===== src/bdp_pkg.sv =====
// Package of shared constants and types for the burst direct data port.
`default_nettype none
package bdp_pkg;
  localparam int DATA_W = 32;
  localparam int PTR_W  = 11;
  localparam int WORD_PTR_W = 9;
  localparam logic [WORD_PTR_W-1:0] PTR_RESET = 9'h000;
  localparam logic [WORD_PTR_W-1:0] PTR_STEP  = 9'h001;
  localparam logic [DATA_W-1:0]     DATA_RESET = 32'h00000000;

  typedef enum logic [2:0] {
    ST_IDLE  = 3'b001,
    ST_WRITE = 3'b010,
    ST_READ  = 3'b100
  } bdp_state_t;

  typedef struct packed {
    logic                  receiveAreaSelect;
    logic                  pointerAutoAdvance;
    logic                  pointerRead;
    logic [WORD_PTR_W-1:0] pointerLoad;
    logic                  pointerLoadStrobe;
  } bdp_ptr_cfg_t;

  typedef struct packed {
    logic                  wrEn;
    logic                  rdEn;
    logic                  receiveAreaSelect;
    logic [WORD_PTR_W-1:0] addr;
    logic [DATA_W-1:0]     wrData;
  } bdp_mem_req_t;
endpackage
`default_nettype wire


===== src/bdp_burst_port.sv =====
// Burst direct data port: host bus sequencing toward the packet FIFO memory.
`default_nettype none
// What this block does
// - Accept one write word each non-wait rising bus clock while strobe is low.
// - Write data is captured into memory on the rising bus clock edge.
// - Wait request is sampled on falling edges; asserted means a wait state.
// - One wait state per cycle while wait request stays asserted.
// - A sampled wait request inserts its wait state without further holding.
// - With auto-advance, successive write words go to successive locations.
// - With auto-advance, burst read keeps fetching consecutive words, advancing the pointer each time.
// - Read words are presented on the data bus at the rising bus clock.
// - Direction low means read, high means write.
// - Direct data accesses are always full 32-bit transfers.
// - Asynchronous mode uses address qualifier plus read and write strobes.
// - Asynchronous configuration may be followed by switching to burst mode.
// - Area select bit picks receive area when set, transmit when clear.
// - Pointer direction bit one means read, zero means write.
// - Address and byte lane enables are ignored; location comes from the pointer.
module bdp_burst_port
(
  input  wire logic                          ref_clk,
  input  wire logic                          srst,
  input  wire logic                          clkEn,
  input  wire logic                          host_bus_clock,
  input  wire logic                          direct_data_select_n,
  input  wire logic                          burst_cycle_strobe_n,
  input  wire logic                          write_not_read,
  input  wire logic                          wait_request_n,
  input  wire logic                          sync_bus_select_n,
  input  wire logic                          address_qualifier_n,
  input  wire logic                          read_strobe_n,
  input  wire logic                          write_strobe_n,
  input  wire logic [3:0]                    byte_lane_enables,
  input  wire logic [bdp_pkg::DATA_W-1:0]    hostDataIn,
  output logic      [bdp_pkg::DATA_W-1:0]    hostDataOut,
  output logic                               hostDataOe,
  input  wire bdp_pkg::bdp_ptr_cfg_t         ptrCfg,
  output bdp_pkg::bdp_mem_req_t              memReq,
  input  wire logic [bdp_pkg::DATA_W-1:0]    memRdData,
  output logic      [bdp_pkg::WORD_PTR_W-1:0] pointerNow,
  output logic                               burstActive
);

  typedef struct packed {
    logic [1:0]                  clkSync;
    logic                        clkPrev;
    logic [1:0]                  selSync;
    logic [1:0]                  cycSync;
    logic [1:0]                  dirSync;
    logic [1:0]                  waitSync;
    logic [1:0]                  rdSync;
    logic [1:0]                  wrSync;
    logic [1:0]                  adsSync;
    logic [1:0]                  vlSync;
    logic [1:0][bdp_pkg::DATA_W-1:0] dataSync;
    logic [bdp_pkg::DATA_W-1:0]  dataPrev;
    logic [2:0]                  warm;
    logic                        asyncRdPrev;
    logic                        asyncWrPrev;
    logic                        waitPending;
    bdp_pkg::bdp_state_t         state;
    logic [bdp_pkg::WORD_PTR_W-1:0] pointer;
    logic [bdp_pkg::DATA_W-1:0]  wrData;
    logic [bdp_pkg::DATA_W-1:0]  rdData;
    logic                        dataOe;
    logic                        memWr;
    logic                        memRd;
    logic [bdp_pkg::WORD_PTR_W-1:0] memAddr;
  } bdp_core_t;

  bdp_core_t coreReg;
  bdp_core_t coreNext;

  logic riseEdge;
  logic fallEdge;
  logic selActive;
  logic syncMode;
  logic asyncRdEnd;
  logic asyncWrEnd;
  logic [bdp_pkg::WORD_PTR_W-1:0] ptrAdvanced;

  // Byte lanes and address pins are ignored on direct accesses.
  logic unusedLanes;
  assign unusedLanes = ^byte_lane_enables;

  // Edges count only once the synchronisers hold pin values, so a bus clock left
  // high across a reset does not look like a fresh rising edge.
  assign riseEdge  = coreReg.warm[2] & coreReg.clkSync[1] & ~coreReg.clkPrev;
  assign fallEdge  = coreReg.warm[2] & ~coreReg.clkSync[1] & coreReg.clkPrev;
  assign selActive = ~coreReg.selSync[1];
  // Burst mode only runs with the sync select released.
  assign syncMode  = coreReg.vlSync[1];
  assign asyncRdEnd = coreReg.rdSync[1] & ~coreReg.asyncRdPrev & ~coreReg.adsSync[1];
  assign asyncWrEnd = coreReg.wrSync[1] & ~coreReg.asyncWrPrev & ~coreReg.adsSync[1];
  // Pointer steps only when auto-advance is on.
  assign ptrAdvanced = ptrCfg.pointerAutoAdvance
                     ? coreReg.pointer + bdp_pkg::PTR_STEP
                     : coreReg.pointer;

  always_comb
  begin
    coreNext = coreReg;
    coreNext.clkSync  = {coreReg.clkSync[0], host_bus_clock};
    coreNext.clkPrev  = coreReg.clkSync[1];
    coreNext.selSync  = {coreReg.selSync[0], direct_data_select_n};
    coreNext.cycSync  = {coreReg.cycSync[0], burst_cycle_strobe_n};
    coreNext.dirSync  = {coreReg.dirSync[0], write_not_read};
    coreNext.waitSync = {coreReg.waitSync[0], wait_request_n};
    coreNext.rdSync   = {coreReg.rdSync[0], read_strobe_n};
    coreNext.wrSync   = {coreReg.wrSync[0], write_strobe_n};
    coreNext.adsSync  = {coreReg.adsSync[0], address_qualifier_n};
    coreNext.vlSync   = {coreReg.vlSync[0], sync_bus_select_n};
    coreNext.dataSync = {coreReg.dataSync[0], hostDataIn};
    coreNext.dataPrev = coreReg.dataSync[1];
    coreNext.warm     = {coreReg.warm[1:0], 1'b1};
    coreNext.asyncRdPrev = coreReg.rdSync[1];
    coreNext.asyncWrPrev = coreReg.wrSync[1];
    coreNext.memWr = 1'b0;
    coreNext.memRd = 1'b0;
    // Data is the sample taken before the detected edge; the host may drop it just after.
    coreNext.wrData = coreReg.dataPrev;
    if (ptrCfg.pointerLoadStrobe)
    begin
      coreNext.pointer = ptrCfg.pointerLoad;
    end
    // The wait request is taken from the first sample that shows the clock low, so the host must hold it just past the falling edge.
    if (fallEdge)
    begin
      coreNext.waitPending = ~coreReg.waitSync[1];
    end
    case (coreReg.state)
      bdp_pkg::ST_IDLE:
      begin
        coreNext.dataOe = 1'b0;
        // Direction high selects write, low read; the pointer bit must agree.
        if (syncMode && selActive && riseEdge && !coreReg.waitPending)
        begin
          if (coreReg.dirSync[1] && !ptrCfg.pointerRead)
          begin
            coreNext.state = bdp_pkg::ST_WRITE;
          end
          else if (!coreReg.dirSync[1] && ptrCfg.pointerRead)
          begin
            coreNext.state = bdp_pkg::ST_READ;
          end
        end
        // Asynchronous strobes move one full word per pulse, after configuration.
        if (!syncMode && selActive && asyncWrEnd && !ptrCfg.pointerRead)
        begin
          coreNext.memWr   = 1'b1;
          coreNext.memAddr = coreReg.pointer;
          coreNext.pointer = ptrAdvanced;
        end
        if (!syncMode && selActive && asyncRdEnd && ptrCfg.pointerRead)
        begin
          coreNext.memRd   = 1'b1;
          coreNext.memAddr = coreReg.pointer;
          coreNext.pointer = ptrAdvanced;
        end
      end
      bdp_pkg::ST_WRITE:
      begin
        // The burst ends when select is released.
        if (!selActive)
        begin
          coreNext.state = bdp_pkg::ST_IDLE;
        end
        // One full word per non-wait rising edge while the strobe is low.
        else if (riseEdge && !coreReg.waitPending && !coreReg.cycSync[1])
        begin
          coreNext.memWr   = 1'b1;
          coreNext.memAddr = coreReg.pointer;
          coreNext.pointer = ptrAdvanced;
        end
      end
      bdp_pkg::ST_READ:
      begin
        coreNext.dataOe = 1'b1;
        // Strobe low during a read is a host fault; the read simply continues.
        if (!selActive)
        begin
          coreNext.state  = bdp_pkg::ST_IDLE;
          coreNext.dataOe = 1'b0;
        end
        // Next word is fetched and driven from the rising edge.
        else if (riseEdge && !coreReg.waitPending)
        begin
          coreNext.memRd   = 1'b1;
          coreNext.memAddr = coreReg.pointer;
          coreNext.pointer = ptrAdvanced;
        end
      end
      default:
      begin
        coreNext.state = bdp_pkg::ST_IDLE;
      end
    endcase
    // Memory answers in the same cycle in which the fetch request is shown.
    if (coreReg.memRd)
    begin
      coreNext.rdData = memRdData;
    end
  end

  always_ff @(posedge ref_clk)
  begin
    if (srst)
    begin
      // Idle, no wait pending, bus released.
      coreReg <= '{clkSync: 2'h0, clkPrev: 1'b0, selSync: 2'h3, cycSync: 2'h3,
                   dirSync: 2'h0, waitSync: 2'h3, rdSync: 2'h3, wrSync: 2'h3,
                   adsSync: 2'h3, vlSync: 2'h0, asyncRdPrev: 1'b1, asyncWrPrev: 1'b1,
                   dataSync: {bdp_pkg::DATA_RESET, bdp_pkg::DATA_RESET},
                   dataPrev: bdp_pkg::DATA_RESET, warm: 3'h0,
                   waitPending: 1'b0, state: bdp_pkg::ST_IDLE,
                   pointer: bdp_pkg::PTR_RESET, wrData: bdp_pkg::DATA_RESET,
                   rdData: bdp_pkg::DATA_RESET, dataOe: 1'b0, memWr: 1'b0,
                   memRd: 1'b0, memAddr: bdp_pkg::PTR_RESET};
    end
    else if (clkEn)
    begin
      coreReg <= coreNext;
    end
  end

  assign hostDataOut = coreReg.rdData;
  assign hostDataOe  = coreReg.dataOe & ~unusedLanes | coreReg.dataOe & unusedLanes;
  assign pointerNow  = coreReg.pointer;
  assign burstActive = coreReg.state != bdp_pkg::ST_IDLE;
  // Area select passes straight through to memory.
  assign memReq = '{wrEn: coreReg.memWr, rdEn: coreReg.memRd,
                    receiveAreaSelect: ptrCfg.receiveAreaSelect,
                    addr: coreReg.memAddr, wrData: coreReg.wrData};

  chk_wait_blocks_write: assert property (@(posedge ref_clk) disable iff (srst)
    clkEn && coreReg.state == bdp_pkg::ST_WRITE && coreReg.waitPending && selActive
    |=> !coreReg.memWr)
    else $error("Write taken during wait state.");
  chk_write_advance: assert property (@(posedge ref_clk) disable iff (srst)
    clkEn && coreNext.memWr && ptrCfg.pointerAutoAdvance && !ptrCfg.pointerLoadStrobe
    |=> coreReg.pointer == $past(coreReg.pointer) + bdp_pkg::PTR_STEP)
    else $error("Pointer did not advance after write.");
  chk_write_on_rise: assert property (@(posedge ref_clk) disable iff (srst)
    clkEn && coreReg.state == bdp_pkg::ST_WRITE && selActive && riseEdge
    && !coreReg.waitPending && !coreReg.cycSync[1] |=> coreReg.memWr)
    else $error("Write word missed on rising edge.");
  chk_read_on_rise: assert property (@(posedge ref_clk) disable iff (srst)
    clkEn && coreReg.state == bdp_pkg::ST_READ && selActive && riseEdge
    && !coreReg.waitPending |=> coreReg.memRd)
    else $error("Read fetch missed on rising edge.");
  chk_wait_latch: assert property (@(posedge ref_clk) disable iff (srst)
    clkEn && fallEdge && !coreReg.waitSync[1] |=> coreReg.waitPending)
    else $error("Sampled wait request not latched.");
  chk_read_drive: assert property (@(posedge ref_clk) disable iff (srst)
    clkEn && coreReg.state == bdp_pkg::ST_READ && selActive |=> hostDataOe)
    else $error("Data bus not driven during read.");
  chk_idle_release: assert property (@(posedge ref_clk) disable iff (srst)
    coreReg.state == bdp_pkg::ST_IDLE && clkEn |=> !hostDataOe)
    else $error("Data bus driven while idle.");
  chk_dir_write: assert property (@(posedge ref_clk) disable iff (srst)
    clkEn && coreReg.state == bdp_pkg::ST_IDLE && $changed(coreReg.state) == 1'b0
    && coreNext.state == bdp_pkg::ST_WRITE |-> coreReg.dirSync[1])
    else $error("Write burst entered with read direction.");
  chk_read_wait_hold: assert property (@(posedge ref_clk) disable iff (srst)
    clkEn && coreReg.state == bdp_pkg::ST_READ && coreReg.waitPending && selActive
    |=> !coreReg.memRd)
    else $error("Read fetched during wait state.");
  chk_strobe_gate: assert property (@(posedge ref_clk) disable iff (srst)
    clkEn && coreReg.state == bdp_pkg::ST_WRITE && coreReg.cycSync[1]
    |=> !coreReg.memWr)
    else $error("Write taken with burst strobe released.");
  chk_read_advance: assert property (@(posedge ref_clk) disable iff (srst)
    clkEn && coreNext.memRd && ptrCfg.pointerAutoAdvance && !ptrCfg.pointerLoadStrobe
    |=> coreReg.pointer == $past(coreReg.pointer) + bdp_pkg::PTR_STEP)
    else $error("Pointer did not advance after read.");
  chk_pointer_hold: assert property (@(posedge ref_clk) disable iff (srst)
    clkEn && !ptrCfg.pointerAutoAdvance && !ptrCfg.pointerLoadStrobe
    |=> $stable(coreReg.pointer))
    else $error("Pointer moved without auto-advance.");
  chk_write_edge: assert property (@(posedge ref_clk) disable iff (srst)
    clkEn && coreNext.memWr && syncMode |-> riseEdge)
    else $error("Burst write taken away from a rising edge.");
  chk_wait_clear: assert property (@(posedge ref_clk) disable iff (srst)
    clkEn && fallEdge && coreReg.waitSync[1] |=> !coreReg.waitPending)
    else $error("Released wait request left a wait state pending.");
  chk_read_no_write: assert property (@(posedge ref_clk) disable iff (srst)
    clkEn && coreReg.state == bdp_pkg::ST_READ |=> !coreReg.memWr)
    else $error("Write taken during a read burst.");
  chk_async_word: assert property (@(posedge ref_clk) disable iff (srst)
    clkEn && coreReg.state == bdp_pkg::ST_IDLE && !syncMode && coreNext.memWr
    |-> asyncWrEnd && selActive)
    else $error("Asynchronous write taken without a write strobe end.");
  chk_reset_idle: assert property (@(posedge ref_clk)
    srst |=> coreReg.state == bdp_pkg::ST_IDLE && !coreReg.waitPending
    && !memReq.wrEn && !memReq.rdEn && !hostDataOe)
    else $error("Reset did not return the port to idle.");
  chk_no_false_edge: assert property (@(posedge ref_clk) disable iff (srst)
    $past(srst, 3) |-> !riseEdge && !fallEdge)
    else $error("Bus clock edge seen straight after reset.");
endmodule
`default_nettype wire


===== config.mk =====
export PLATFORM = sky130hd
export DESIGN_NAME = bdp_burst_port
export DESIGN_NICKNAME = d
export VERILOG_FILES = /design/src/bdp_pkg.sv /design/src/bdp_burst_port.sv
export SDC_FILE = /design/constraint.sdc
export NUM_CORES = 1
export LEC_CHECK = 0
export ABC_AREA = 0
export BUFFER_PORTS_ARGS = -buffer_cell sky130_fd_sc_hd__buf_2
export CORE_UTILIZATION = 35
export CTS_CLUSTER_DIAMETER = 50
export CTS_CLUSTER_SIZE = 16
export DETAILED_ROUTE_END_ITERATION = 6
export SYNTH_ARGS = -nofsm -noshare
export SYNTH_HDL_FRONTEND = slang
export SYNTH_SLANG_ARGS = --single-unit
export TNS_END_PERCENT = 5

===== constraint.sdc =====
create_clock -name ref_clk -period 6.2 [get_ports ref_clk]
set_input_delay 0.62 -clock ref_clk [delete_from_list [all_inputs] [get_ports ref_clk]]
set_output_delay 0.62 -clock ref_clk [all_outputs]
set_load 0.005 [all_outputs]

==> summary.txt <==
====================================================================================
Last weighted congestion value of the routability-driven placer                0.733
Number of nets produced by synthesis                                             997
Full die area                                                             0.0250 mm2
Setup TNS Final                                                                 0 ps
Maximum achievable frequency                                                 397 MHz
Final setup violation count                                                        0
Count of endpoints failing hold in the final timing report                         0
Post-Synthesis Mean Instance Area                                           9.48 um2
Library cell with the highest instance count after synthesis                 dfxtp_1
Commonest cells post-synth                                              dfxtp_1, nor2_1, mux2i_1, buf_4, nand2_1
Crit path setup slack, layout                                                3680 ps
Proportion of synthesized flip-flops having asynchronous set or reset             0%
Post-Route Skew                                                              22.1 ps
Initial Utilization                                                            36.1%
Number of core rows                                                               56
Number of library cell types mapped by synthesis                                  54
Slew @ Worst Pin                                                             1090 ps
Clock period minus final worst setup slack                                   2520 ps
Crit path required time                                                      6650 ps
Vias in the first global route                                                  5276
Number of cells produced by synthesis                                            902
Placement-stage worst setup slack                                            3560 ps
Clock sinks                                                                      209
Overall routed net length                                                    16.1 mm
Clk buf depth                                                                      3
Share of the synthesized area in the top cell type                             49.0%
Number of max-slew violations in the final report                                  0
Chain of cells forming the critical path                                or3b_1, a211oi_4, a21o_1, o311a_1, mux2i_1
Most area-hungry cell type in the Yosys netlist                              dfxtp_1
P per Cell Area                                                           313 mW/mm2
HPWL reported at the end of detailed placement                               10.1 mm
Clock-pin slew on the worst setup and hold paths                               60 ps
Number of antenna diodes                                                           0
Worst IR Drop VDD                                                           0.183 mV
Standard cell core area                                                   0.0237 mm2
Relative max-transition margin                                                 27.1%
Number of instances resized during post-cts repair                                 0
DRT Pass-1 Iters                                                                   4
Post-route non-filler standard cell count                                       1298
Flip-flop and latch count after synthesis                                        209
Leakage power total                                                       0.00437 uW
Clock latency reported for the late side of the worst-skew pair               520 ps
Final cell area excluding filler cells                                   0.00983 mm2
Worst path arrival time                                                      2970 ps
Average wire per cell in the routed design                                   12.4 um
Drt first-iter violations                                                        327
Number of buffers added to fix hold violations after cts                           0
Critical path startpoint category                                          flip-flop
Global-route wire length before repair                                       25.4 mm
Cell class contributing the biggest share of worst-path delay           compound AO/OA/AOI/OAI gates
Biggest area contributors in the synthesized netlist                    dfxtp_1, mux2i_1, buf_4
Final hold slack                                                              302 ps
Final clock period utilization by the worst path                               40.7%
Outcome                                                                    completed
Fill cell count                                                                 2386
Post-CTS setup repair buffer count                                                 0
Post-synthesis sequential area ratio                                           49.0%
DRT antenna net count                                                              0
PortBufs                                                                         173
Cells after DPL                                                                 1253
Clock root buffer                                                          clkbuf_16
Post-Place Cell Area                                                     0.00897 mm2
Number of antenna violations at the first check in global routing                  1
Via density per instance                                                        4.53
TritonCTS clock tree                                                           built
Unrepaired setup endpoints after global routing                                   no
Hold WC Path Type                                                       primary input to flip-flop
GRT Overall Usage                                                              12.2%
Ports placed on the boundary                                                     180
Synthesis Warnings                                                                 0
Slowest stage delay, CP                                                       600 ps
DIE WIDTH                                                                     158 um
Die Y-Extent                                                                  158 um
DRC violations left                                                                0
Routed via count                                                                5879
Post-Syn Area                                                            0.00855 mm2
Slowest stage cell, crit path                                                dfxtp_1
Post-synth EDFFs                                                                   0
Kind of capture point of the worst setup path                              flip-flop
Max-cap violations                                                                 0
CP Buf/Inv Count                                                                   0
Layout-stage area growth over the synthesis result                             15.0%
Critical path peak fanout                                                         12
Number of nets at the end of the flow                                           1056
Share of cells above drive strength 1                                          23.2%
CTS H-tree lvls                                                                    1
Largest net degree at the start of global routing                                120
WS Path Type                                                            flip-flop to flip-flop
Inserted Clock Buffers                                                            25
Top FF cell, synth                                                           dfxtp_1
Sum of overflow across all layers after global routing                             0
====================================================================================
[through the flow]
stage          power [uW]  util [%]
6_report             3070      41.5
3_5_place_dp         1630      37.9
4_1_cts              3130      41.5
5_1_grt              3210      41.5
2_1_floorplan        1570         -
3_3_place_gp         1620      37.9
[logic make-up (layout without fill, tap and decap cells)]
family                   after synthesis  count (layout)  synth area share (%)
AND/OR/NAND/NOR                      309             309                  15.9
XOR/XNOR                               4               4                 0.410
adder cells (fa/ha/maj)                2               2                 0.293
AO/OA/AOI/OAI                         80              80                  6.60
multiplexers                         146             146                  17.1
flip-flops                           209             209                  49.0
buffers and inverters                152             229                  10.7
[report_power, final]
group | internal (uW) | switching, uW | leakage, uW
combinational | 85.5 | 95.7 | 0.00225
sequential | 1390 | 25.4 | 0.00170
clock | 854 | 625 | 0.000409
total | 2330 | 746 | 0.00437
[cell usage in the layout (no fill, tap or decap), types with 5 or more instances in the layout]
cell,n
nand2_1,83
nor2_1,152
buf_2,171
dfxtp_1,209
nor3_1,11
nand2b_1,14
a21oi_1,39
inv_1,8
inv_6,7
a211o_1,14
nor2b_1,15
nand4_1,5
nor4_1,5
clkbuf_16,25
mux2i_1,146
o21ai_0,6
[flip-flops by register name (all words and copies together) (netlist names)]
register,count
memReq,43
hostDataOut,32
coreReg,15
pointerNow,9
coreNext,110
[worst reg2reg max path, stage by stage, from the launching register on]
cell      delay (ps)
dfxtp_1          600
or3b_1           530
a211oi_4         390
a21o_1           130
o311a_1          570
mux2i_1          240
[metal layers]
layer	up-vias	track usage [%]	part of all wire, %
met5	-	0	0.081
met4	2	3.53	2.1
met3	26	4.00	8.1
met2	148	19.5	43
met1	2655	15.5	47
li1	3048	-	-
[final cells by class]
type                            instances  area (um2)  share of cell area, %
Clock inverter                         19         231                   2.36
Clock buffer                           26         629                   6.40
Inverter                                8        30.0                  0.306
Multi-Input combinational cell        541        3450                   35.1
Tap cell                              319         399                   4.06
Sequential cell                       209        4180                   42.6
Timing Repair Buffer                  176         905                   9.21
[path summary, 6_finish.rpt]
kind	from	end	slack (ps)	cells past startpoint
hold / removal	address_qualifier_n	coreNext[193]$_SDFFE_PP1P_	300	2
setup / recovery	coreReg[85]$_SDFFE_PP1P_	memReq[34]$_SDFFE_PP0P_	3680	5
setup reg to reg	coreReg[85]$_SDFFE_PP1P_	memReq[34]$_SDFFE_PP0P_	3680	5
hold reg to reg	coreReg[199]$_SDFFE_PP1P_	coreReg[88]$_SDFFE_PP0P_	440	1
Power figures use the tool's default switching activity.
